`config.mk`:
```
export PLATFORM = sky130hd
export DESIGN_NAME = pwm_generator_core
export DESIGN_NICKNAME = d
export VERILOG_FILES = /design/src/rtl/pwm_gen_pkg.sv /design/src/rtl/pwm_dead_time.sv /design/src/rtl/pwm_generator_core.sv
export VERILOG_INCLUDE_DIRS = /design/src /design/src/rtl
export SDC_FILE = /design/constraint.sdc
export NUM_CORES = 1
export LEC_CHECK = 0
export ABC_AREA = 0
export BUFFER_PORTS_ARGS = -buffer_cell sky130_fd_sc_hd__buf_2
export CORE_ASPECT_RATIO = 1.25
export CORE_UTILIZATION = 55
export DETAILED_ROUTE_END_ITERATION = 8
export PLACE_DENSITY = 0.77
export SLEW_MARGIN = 20
export SYNTH_ARGS = -nofsm -noshare
export SYNTH_HDL_FRONTEND = slang
export SYNTH_SLANG_ARGS = --single-unit
export TNS_END_PERCENT = 5
```
`constraint.sdc`:
```
create_clock -name pclk -period 2.7 [get_ports pclk]
set_clock_uncertainty 0.05 [all_clocks]
set_input_delay 0.27 -clock pclk [delete_from_list [all_inputs] [get_ports pclk]]
set_output_delay 0.27 -clock pclk [all_outputs]
set_load 0.01 [all_outputs]
```
`src/rtl/pwm_gen_map.svh`:
```
// Register offsets, field positions and reset values of the PWM generator core.
// Included by the package, by the core module and by the bench; holds definitions only.
`ifndef PWM_GEN_MAP_SVH
`define PWM_GEN_MAP_SVH

// Byte offsets of the APB registers, one aligned word each.
`define OFS_TIMEBASE_CTRL 8'h00
`define OFS_IO_CONTROL 8'h04
`define OFS_PERIOD 8'h08
`define OFS_DUTY 8'h0C
`define OFS_PHASE 8'h10
`define OFS_DEAD_TIME 8'h14
`define OFS_TRIG_COMPARE 8'h18
`define OFS_TRIG_CONTROL 8'h1C
`define OFS_SPECIAL_EVENT 8'h20
`define OFS_IRQ_STATUS 8'h24
`define OFS_IRQ_MASK 8'h28
`define OFS_COUNTER 8'h2C
`define OFS_CHAN_CONTROL 8'h30

// Field positions.
`define TB_ENABLE_BIT 0
`define TB_CENTER_BIT 1
`define TB_IMM_PERIOD_BIT 10
`define IO_EXCHANGE_BIT 1
`define IO_MODE_HI 11
`define IO_MODE_LO 10
`define TRG_DIV_HI 15
`define TRG_DIV_LO 12
`define TRG_START_HI 5
`define TRG_START_LO 0
`define CH_IMM_UPDATE_BIT 0
`define EV_TRIGGER_BIT 0
`define EV_SPECIAL_BIT 1
`define EV_ROLLOVER_BIT 2
`define EV_WIDTH 3

// Reset values.
`define PERIOD_RST 16'h00FF
`define DEAD_TIME_RST 16'h0004
`define VALUE_RST 16'h0000

// Least trigger compare value that software should program.
`define TRIG_COMPARE_MIN 16'h0008

`endif

```
`src/rtl/pwm_gen_pkg.sv`:
```
// Types shared by the PWM generator core and its dead-time stage.
// Assumes the map header sits beside it in rtl/.
`include "pwm_gen_map.svh"

package pwm_gen_pkg;

  // Output mode field encoding, in hardware order 00..11.
  typedef enum logic [1:0] {MODE_COMPLEMENTARY, MODE_REDUNDANT, MODE_PUSH_PULL, MODE_INDEPENDENT} out_mode_e;

  typedef enum logic {DIR_UP, DIR_DOWN} count_dir_e;

  typedef struct packed {
    logic high;
    logic low;
  } pin_pair_s;

  typedef struct packed {
    logic enable;
    logic center;
    logic imm_period;
  } timebase_ctrl_s;

  typedef struct packed {
    out_mode_e mode;
    logic exchange;
  } io_ctrl_s;

  typedef struct packed {
    logic [3:0] divider;
    logic [5:0] start;
  } trig_ctrl_s;

  // Whole state of the core, registered by one process.
  typedef struct packed {
    timebase_ctrl_s tb;
    io_ctrl_s io;
    logic imm_update;
    logic [15:0] period_shadow;
    logic [15:0] period;
    logic [15:0] duty;
    logic [15:0] phase_shadow;
    logic phase_pending;
    logic [15:0] dead_time;
    logic [15:0] trig_cmp;
    logic [15:0] sevt_cmp;
    trig_ctrl_s trg;
    logic [`EV_WIDTH-1:0] status;
    logic [`EV_WIDTH-1:0] mask;
    logic [15:0] cnt;
    count_dir_e dir;
    logic steer;
    logic [5:0] start_wait;
    logic [3:0] div_cnt;
    logic trig_pulse;
    logic [31:0] rdata;
  } core_state_s;

endpackage : pwm_gen_pkg

```
`src/rtl/pwm_dead_time.sv`:
```
// Dead-time stage for one pin pair: holds both pins off after any change of request.
// Assumes requests are synchronous to pclk and already routed to their final pins.
module pwm_dead_time
  import pwm_gen_pkg::*;
#(
  parameter int DT_W = 16
) (
  // Clock and reset.
  input wire logic pclk,
  input wire logic presetn,
  // Requested pin levels and the gap length in cycles, less one.
  input pin_pair_s request,
  input wire logic [DT_W-1:0] dead_cycles,
  // Driven pin levels.
  output pin_pair_s pins
);

  typedef struct packed {
    pin_pair_s out;
    pin_pair_s target;
    logic [DT_W-1:0] cnt;
  } dt_state_s;

  dt_state_s s;
  dt_state_s next_s;

  // A counter wider than the register bus value cannot be loaded.
  if (DT_W < 1 || DT_W > 16) begin : g_check
    $error("pwm_dead_time: DT_W must be 1 to 16");
  end

  // Every change of the request opens a gap, so a pin swap in flight also gets one.
  always_comb begin
    next_s = s;
    if (request != s.target) begin
      next_s.target = request;
      next_s.cnt = dead_cycles;
      next_s.out = '0;
    end else if (s.cnt != '0) begin
      next_s.cnt = s.cnt - 1'b1;
      next_s.out = '0;
    end else begin
      next_s.out = s.target;
    end
  end

  always_ff @(posedge pclk or negedge presetn) begin
    if (!presetn) begin
      s <= '0;
    end else begin
      s <= next_s;
    end
  end

  assign pins = s.out;

endmodule : pwm_dead_time

```
`src/rtl/pwm_generator_core.sv`:
```
// PWM generator core: one channel with its own time base, APB register file,
// output modes, dead time, pin exchange, primary trigger and special event.
// Assumes a single pclk domain, an APB master and presetn asynchronous active low.
//
// The placing of the registers and register access over APB were decided locally.
`include "pwm_gen_map.svh"

module pwm_generator_core
  import pwm_gen_pkg::*;
#(
  parameter int DEAD_W = 16
) (
  // Clock and reset.
  input wire logic pclk,
  input wire logic presetn,
  // APB slave.
  input wire logic psel,
  input wire logic penable,
  input wire logic pwrite,
  input wire logic [7:0] paddr,
  input wire logic [31:0] pwdata,
  input wire logic [3:0] pstrb,
  output logic [31:0] prdata,
  output logic pready,
  output logic pslverr,
  // PWM pins and events.
  output logic pwm_high_output,
  output logic pwm_low_output,
  output logic trigger_output,
  output logic irq
);

  core_state_s s;
  core_state_s next_s;
  logic wr_access;
  logic rd_setup;
  logic addr_hit;
  logic rollover;
  logic midpoint;
  logic trig_match;
  logic sevt_match;
  logic raw_pwm;
  logic [`EV_WIDTH-1:0] events;
  logic [31:0] read_value;
  pin_pair_s mode_pins;
  pin_pair_s routed_pins;
  pin_pair_s driven_pins;

  // The dead-time counter is loaded from a 16-bit register field.
  if (DEAD_W < 1 || DEAD_W > 16) begin : g_check
    $error("pwm_generator_core: DEAD_W must be 1 to 16");
  end

  // Decode: writes take effect in the access phase, reads are sampled in setup.
  assign wr_access = psel & penable & pwrite;
  assign rd_setup = psel & ~penable;

  // Address decode and read multiplexer; unmapped words read as zero.
  always_comb begin
    addr_hit = 1'b1;
    read_value = 32'h0000_0000;
    unique case (paddr)
      `OFS_TIMEBASE_CTRL: begin
        read_value[`TB_ENABLE_BIT] = s.tb.enable;
        read_value[`TB_CENTER_BIT] = s.tb.center;
        read_value[`TB_IMM_PERIOD_BIT] = s.tb.imm_period;
      end
      `OFS_IO_CONTROL: begin
        read_value[`IO_MODE_HI:`IO_MODE_LO] = s.io.mode;
        read_value[`IO_EXCHANGE_BIT] = s.io.exchange;
      end
      `OFS_PERIOD: read_value[15:0] = s.period_shadow;
      `OFS_DUTY: read_value[15:0] = s.duty;
      `OFS_PHASE: read_value[15:0] = s.phase_shadow;
      `OFS_DEAD_TIME: read_value[15:0] = s.dead_time;
      `OFS_TRIG_COMPARE: read_value[15:0] = s.trig_cmp;
      `OFS_TRIG_CONTROL: begin
        read_value[`TRG_DIV_HI:`TRG_DIV_LO] = s.trg.divider;
        read_value[`TRG_START_HI:`TRG_START_LO] = s.trg.start;
      end
      `OFS_SPECIAL_EVENT: read_value[15:0] = s.sevt_cmp;
      `OFS_IRQ_STATUS: read_value[`EV_WIDTH-1:0] = s.status;
      `OFS_IRQ_MASK: read_value[`EV_WIDTH-1:0] = s.mask;
      `OFS_COUNTER: read_value[15:0] = s.cnt;
      `OFS_CHAN_CONTROL: read_value[`CH_IMM_UPDATE_BIT] = s.imm_update;
      default: addr_hit = 1'b0;
    endcase
  end

  // Compare events count only on the up slope so center mode fires once per cycle.
  assign trig_match = s.tb.enable & (s.dir == DIR_UP) & (s.cnt == s.trig_cmp);
  assign sevt_match = s.tb.enable & (s.dir == DIR_UP) & (s.cnt == s.sevt_cmp);

  // Next-state logic: time base, pending updates, trigger chain, then bus writes.
  always_comb begin
    next_s = s;
    rollover = 1'b0;
    midpoint = 1'b0;
    events = '0;
    next_s.trig_pulse = 1'b0;

    // Time base. A period write never creates a rollover of its own; only cnt >= period in edge mode, or cnt == 0 counting down in center mode, does.
    if (!s.tb.enable) begin
      next_s.cnt = `VALUE_RST;
      next_s.dir = DIR_UP;
    end else if (s.tb.center) begin
      if (s.dir == DIR_UP) begin
        if (s.cnt >= s.period) begin
          midpoint = 1'b1;
          next_s.dir = DIR_DOWN;
          next_s.cnt = (s.cnt == 16'h0000) ? 16'h0000 : s.cnt - 16'h0001;
        end else begin
          next_s.cnt = s.cnt + 16'h0001;
        end
      end else begin
        if (s.cnt == 16'h0000) begin
          rollover = 1'b1;
          next_s.dir = DIR_UP;
          next_s.cnt = 16'h0001;
        end else begin
          next_s.cnt = s.cnt - 16'h0001;
        end
      end
    end else begin
      if (s.cnt >= s.period) begin
        rollover = 1'b1;
        next_s.cnt = 16'h0000;
      end else begin
        next_s.cnt = s.cnt + 16'h0001;
      end
    end

    // Cycle start: load the buffered period unless imm_period is set, and flip the push-pull steering exactly once.
    if (rollover) begin
      events[`EV_ROLLOVER_BIT] = 1'b1;
      next_s.steer = ~s.steer;
      if (!s.tb.imm_period) begin
        next_s.period = s.period_shadow;
      end
    end

    // Buffered phase lands at the midpoint in center mode, at rollover otherwise.
    if (!s.imm_update && s.phase_pending && (s.tb.center ? midpoint : rollover)) begin
      next_s.cnt = s.phase_shadow;
      next_s.phase_pending = 1'b0;
    end

    // Trigger chain: wait out the postscaler start cycles, then divide compare events.
    if (!s.tb.enable) begin
      next_s.start_wait = s.trg.start;
      next_s.div_cnt = 4'h0;
    end else begin
      if (rollover && s.start_wait != 6'h00) begin
        next_s.start_wait = s.start_wait - 6'h01;
      end
      if (trig_match && s.start_wait == 6'h00) begin
        if (s.div_cnt >= s.trg.divider) begin
          next_s.div_cnt = 4'h0;
          next_s.trig_pulse = 1'b1;
          events[`EV_TRIGGER_BIT] = 1'b1;
        end else begin
          next_s.div_cnt = s.div_cnt + 4'h1;
        end
      end
    end
    if (sevt_match) begin
      events[`EV_SPECIAL_BIT] = 1'b1;
    end

    // Register writes. Full-word writes only; a write with no strobe lane set is ignored.
    if (wr_access && addr_hit && pstrb != 4'h0) begin
      unique case (paddr)
        `OFS_TIMEBASE_CTRL: begin
          next_s.tb.enable = pwdata[`TB_ENABLE_BIT];
          next_s.tb.center = pwdata[`TB_CENTER_BIT];
          next_s.tb.imm_period = pwdata[`TB_IMM_PERIOD_BIT];
        end
        `OFS_IO_CONTROL: begin
          next_s.io.mode = out_mode_e'(pwdata[`IO_MODE_HI:`IO_MODE_LO]);
          next_s.io.exchange = pwdata[`IO_EXCHANGE_BIT];
        end
        `OFS_PERIOD: begin
          next_s.period_shadow = pwdata[15:0];
          if (s.tb.imm_period) begin
            next_s.period = pwdata[15:0];
          end
        end
        `OFS_DUTY: next_s.duty = pwdata[15:0];
        `OFS_PHASE: begin
          next_s.phase_shadow = pwdata[15:0];
          if (s.imm_update) begin
            next_s.cnt = pwdata[15:0];
            next_s.phase_pending = 1'b0;
          end else begin
            next_s.phase_pending = 1'b1;
          end
        end
        `OFS_DEAD_TIME: next_s.dead_time = pwdata[15:0];
        `OFS_TRIG_COMPARE: next_s.trig_cmp = pwdata[15:0];
        `OFS_TRIG_CONTROL: begin
          next_s.trg.divider = pwdata[`TRG_DIV_HI:`TRG_DIV_LO];
          next_s.trg.start = pwdata[`TRG_START_HI:`TRG_START_LO];
        end
        `OFS_SPECIAL_EVENT: next_s.sevt_cmp = pwdata[15:0];
        `OFS_IRQ_STATUS: next_s.status = s.status & ~pwdata[`EV_WIDTH-1:0];
        `OFS_IRQ_MASK: next_s.mask = pwdata[`EV_WIDTH-1:0];
        `OFS_CHAN_CONTROL: next_s.imm_update = pwdata[`CH_IMM_UPDATE_BIT];
        default: next_s.status = next_s.status;
      endcase
    end

    // New events are merged after the clear so an event in the clearing cycle survives.
    next_s.status = next_s.status | events;

    // Read data is captured in the setup cycle and stands through the access phase.
    if (rd_setup) begin
      next_s.rdata = read_value;
    end
  end

  // State register with documented reset values.
  always_ff @(posedge pclk or negedge presetn) begin
    if (!presetn) begin
      s <= '0;
      s.io.mode <= MODE_COMPLEMENTARY;
      s.period_shadow <= `PERIOD_RST;
      s.period <= `PERIOD_RST;
      s.dead_time <= `DEAD_TIME_RST;
    end else begin
      s <= next_s;
    end
  end

  // Raw duty compare; in center mode the pulse is symmetric about the cycle start.
  assign raw_pwm = s.tb.enable & (s.cnt < s.duty);

  // Mode shaping. Push-pull swaps pins at each rollover, so edge-mode pulses alternate and center-mode pulses split between pins.
  always_comb begin
    mode_pins = '0;
    unique case (s.io.mode)
      MODE_COMPLEMENTARY: begin
        mode_pins.high = raw_pwm;
        mode_pins.low = s.tb.enable & ~raw_pwm;
      end
      MODE_PUSH_PULL: begin
        mode_pins.high = raw_pwm & ~s.steer;
        mode_pins.low = raw_pwm & s.steer;
      end
      MODE_REDUNDANT, MODE_INDEPENDENT: begin
        mode_pins.high = raw_pwm;
        mode_pins.low = raw_pwm;
      end
    endcase
  end

  // Exchange sits before the dead-time stage so that changing it opens a gap rather than
  // flipping both pins in one edge, which would short a half bridge.
  always_comb begin
    routed_pins = mode_pins;
    if (s.io.exchange) begin
      routed_pins.high = mode_pins.low;
      routed_pins.low = mode_pins.high;
    end
  end

  pwm_dead_time #(
    .DT_W(DEAD_W)
  ) u_dead_time (
    .pclk(pclk),
    .presetn(presetn),
    .request(routed_pins),
    .dead_cycles(s.dead_time[DEAD_W-1:0]),
    .pins(driven_pins)
  );

  // Outputs; APB answers with no wait states.
  assign pwm_high_output = driven_pins.high;
  assign pwm_low_output = driven_pins.low;
  assign trigger_output = s.trig_pulse;
  assign irq = |(s.status & s.mask);
  assign prdata = s.rdata;
  assign pready = 1'b1;
  assign pslverr = psel & penable & ~addr_hit;

endmodule : pwm_generator_core

```
* Word-level counts from Yosys, hierarchy flattened
Index checks and enable logic that the tools add are counted.
** Storage, ports and cells
- Register bits :: 201
- Input port bits :: 49
- Word-level logic and storage cells :: 168
- Output and inout bits :: 38
** Operators by class
- Add/sub/neg operators :: 5
- Multiplexer cells :: 60
- Order comparisons :: 3
- Reductions and logical operators :: 29
- Bitwise operators :: 20
- Equality and inequality tests :: 21
** Operators with widths (count)
- $mux W16 :: 18
- $mux W129 :: 1
- $mux W17 :: 3
- $eq A8 B6 Y1 const B :: 5
- $eq A16 B16 Y1 :: 2
- $eq A8 B5 Y1 const B :: 4
- $pmux W4 S8 :: 1
- $sub A16 B1 Y16 const B :: 2
- $pmux W4 S7 :: 1
- $pmux W1 S12 :: 2
- $pmux W3 S8 :: 1
- $reduce_and A2 Y1 :: 11
- $mux W10 :: 2
- $mux W1 :: 19
- $add A16 B1 Y16 const B :: 1
- $eq A8 B4 Y1 const B :: 2
- $ge A16 B16 Y1 :: 1
- $logic_not A16 Y1 :: 1
- $lt A16 B16 Y1 :: 1
- $reduce_bool A16 Y1 :: 1
- $reduce_or A13 Y1 :: 1
- $and A1 B1 Y1 :: 11
- $pmux W1 S10 :: 1
- $pmux W1 S9 :: 1
- 30 further kinds :: 45

* Longest topological paths before layout
- Depth in word-level cells :: 12
- Mapped depth :: 12
- Mapped depth without buffers :: 9

* Modules after synthesis
From an unflattened synthesis, not the netlist that was laid out.
** Second synthesis, totals
- Cell total of the unflattened synthesis :: 1161
- Area total of the unflattened synthesis :: 11586.1 um^2
** By module, submodules not included
- pwm_generator_core :: area each 10462.5 um^2, instances 1, cells each 1038, sequential area each 4550.6 um^2
- pwm_dead_time :: area each 1123.6 um^2, instances 1, cells each 123, sequential area each 500.5 um^2

* Worst setup path after synthesis
No wires, ideal clock.
- Path kind :: flip-flop to flip-flop
- From :: register s[165] (netlist bit)
- To :: register s[48] (netlist bit)
- Stages on the path, launching flop included :: 10
- Setup slack :: 0.134 ns
- Arrival time :: 2.378 ns
- Setup time :: 0.139 ns
- Data required time :: 2.511 ns
- Cell sequence :: dfstp_2 -> inv_1 -> ha_1 -> a211oi_2 -> nand2_1 -> o221ai_2 -> a31oi_1 -> buf_2 -> a2111oi_1 -> a211oi_2
** RTL lines
- from (decl) :: line pwm_generator_core.sv:33 : core_state_s s;
- from (signal assigned) :: line pwm_generator_core.sv:230 : s <= next_s;

==> run metrics <==
largest net degree at the start of global routing=79; relative slew slack=around 53%; post-synthesis sequential area ratio=between 40% and 50%; syn_area_per_cell=10.19 sq um; largest cells by area after synthesis=dfrtp_1, mux2_2, ha_1; first-pass GRT wire length=a little over 50000 um; final hold vios=0; post-detailed-placement cell area=12570 sq um; cell accounting for the most synthesized area=dfrtp_1; Die X=132.7 um; leak pwr=around 6.6 nW; Reg power frac=between 40% and 50%; worst hold path stage count=3; Synth Flop Type=dfrtp_1; CP Data Arrival Time=3.13 ns; #FFs+latches synth=~200; worst-path cell chain=inv_2 -> ha_4 -> a211oi_4 -> nand2_2 -> o221ai_4 -> a31oi_4 -> o211ai_4 -> clkbuf_16 -> mux2i_1 -> a21oi_1; CTS clock-pin slew for the worst setup and hold paths=0.07 ns; commonest non-fill, non-tap cells in the layout=dfrtp_1, buf_4, mux2_2; # fillers=1564; post-layout min period=2.766 ns; most common cell after layout, fill and taps aside=dfrtp_1; cell with the largest stage delay on the worst path=dfstp_2; outcome=finished, violations left; area of the core=20890 sq um; # IOs=between 80 and 90; Initial DRT Pass Iterations=6; type of origin of the critical path=flop; Port Buffers=53; post-synthesis cell count=1153; ys async rst share=100.0%; max frequency=0.3616 GHz; Net count, final=approximately 1300; clk_lat worst skew=0.50 ns; post-route ant nets=0; CP Capture Type=flop; Final Cycle Share=102.4%; Die Height=roughly 170 um; routed via count=9596; RSZ-0062 raised after global routing=true; Initial DRC Count=a little under 1000; Synth top area share=between 30% and 40%; R2R setup slack=-0.07 ns; peak fanout along the critical path=6; violated checks=setup timing; hold wc startpoint=pwdata[1]; sw frac=about a quarter; Via density=between 6 and 7; Max H-tree Level=1; vias in the first global route=approximately 9500; worst flop-to-flop path endpoint=s[164]; Hold EP=s[175]; initial core utilization=around 56%; Worst EP required=3.06 ns; max-slew violations=0; combinational power share=9.0%; CP peak stage delay=0.54 ns; slack of the critical path=-0.06562 ns; HPWL after detailed placement=24320 um; initial antenna violation count=0; share of cells above drive strength 1=28.77%; Die Footprint=21960 sq um; Post-Syn Area=between 10000 and 15000 sq um; DP Worst Slack=-0.09007 ns; DRC viols=0; Hold Crit Class=in2reg; clock share of power=43.0%; Avg WL per Cell=21.76 um; area grow syn2layout=15.68%; Post-synth EDFFs=0; CTS sink count=around 200; CTS tree=built; Setup violations, final=13; Synth cell types=86; Reg2Reg Depth=10; Ant. Diodes=0; gr usage total=between 30% and 40%; worst reg2reg path startpoint=s[165]; VDD IR max=0.4152 mV; GPL Wtd Cong=approximately 0.96; kind of critical path=reg2reg; global route overflow=0; post-layout total power=6.819 mW; overall routed net length=~33000 um; Root Driver=clkbuf_16; register area=5054 sq um; net switching power figure=~1.7 mW; post-route cell area=approximately 14000 sq um; cell row count=59; total internal power=between 5 and 6 mW; CTS Buf Count=20; Yosys Warn Count=0; setup TNS=-0.4069 ns; CTS Buffer Depth=3; Slew @ Worst Pin=approximately 0.71 ns; max-cap viol count=0; final core area utilization=between 60% and 70%; pwr dens=501.6 nW/um^2; multi-input logic area=6162 sq um
==> worst max-delay path: cells and delay by family (launching register included) <==
family          cells  cell delay [ns]
buf+inv             2             0.29
fa+ha+maj           1             0.24
compound gates      5             1.24
mux                 1             0.20
flops               1             0.54
simple gates        1             0.11
==> final cells by class <==
type	instances	area share [%]
multi-input combinational	804	45.33
sequential	201	37.18
timing repair buffer	152	8.358
clock buffer	27	4.326
tap	274	2.522
inverter	55	1.519
clock inverter	9	0.7640
==> cells in the mapped netlist, types with 13 or more instances <==
cell,count
dfrtp_1,184
mux2_2,87
nand2_1,81
nor2_1,75
inv_1,55
o21ai_0,49
a21oi_1,42
ha_1,40
buf_4,38
a22oi_1,36
clkbuf_1,34
xor2_1,32
buf_2,30
nand3_1,30
a222oi_1,26
mux2i_1,21
nor3_1,19
xnor2_1,19
dfstp_2,17
o21ai_1,14
nor4_1,13
==> flip-flops by register name (all words and copies together) (netlist names) <==
register          cells
u_dead_time.s        18
s                   164
prdata               16
trigger_output        1
u_dead_time.pins      2
==> power groups by stage <==
stage / clock, mW / combinational [mW] / sequential (mW)
after floorplan: 0 / 0.428 / 3.30
after global placement: 0 / 0.586 / 3.32
after detailed placement: 0 / 0.604 / 3.33
after CTS: 2.95 / 0.610 / 3.27
after global routing: 3.05 / 0.693 / 3.29
final: 2.93 / 0.613 / 3.27
==> metrics by stage <==
| stage | cells | hold WS [ns] |
|---|---|---|
| 3_3_place_gp | 1478 | 0.3033 |
| 2_1_floorplan | 1168 | -0.07559 |
| 5_1_grt | 1522 | 0.06876 |
| 3_5_place_dp | 1478 | 0.3054 |
| 6_report | 1522 | 0.05457 |
| 4_1_cts | 1519 | 0.04540 |
==> worst max path at each step <==
stage,start,to,cells past startpoint
6_report,s[165],s[164],10
2_1_floorplan,s[165],s[48],9
5_1_grt,s[161],s[172],11
4_1_cts,s[161],s[58],12
3_3_place_gp,s[161],s[48],10
3_5_place_dp,s[162],s[41],10
==> metal layers <==
| metal | part of all wire (%) | up-vias | track usage, % |
|---|---|---|---|
| li1 | - | 4327 | - |
| met1 | 39 | 4726 | 37.57 |
| met2 | 50 | 432 | 52.92 |
| met3 | 6.4 | 111 | 3.816 |
| met4 | 4.9 | 0 | 14.52 |
| met5 | 0 | - | 0 |
==> cells by family after synthesis <==
group | Yosys count | share of synthesized area [%]
buffers and inverters | 163 | 7.124
AOI/OAI and AO/OA | 272 | 16.75
and+or+nand+nor | 304 | 13.72
DFF | 201 | 42.99
adders and majority gates | 40 | 4.259
muxes | 120 | 11.30
xor gates and xnor gates | 51 | 3.802
other | 2 | 0.06391
==> timing repair <==
| item | CTS | global route |
|---|---|---|
| gates cloned | 0 | 1 |
| resized for setup | 12 | 35 |
| pin swaps | 10 | 28 |
| buffers inserted | 4 | 2 |
| hold buffers | 1 | 0 |
| endpoints found under the hold margin | 59 | 0 |
| setup endpoints to repair | 26 | 53 |
Power figures use the tool's default switching activity.
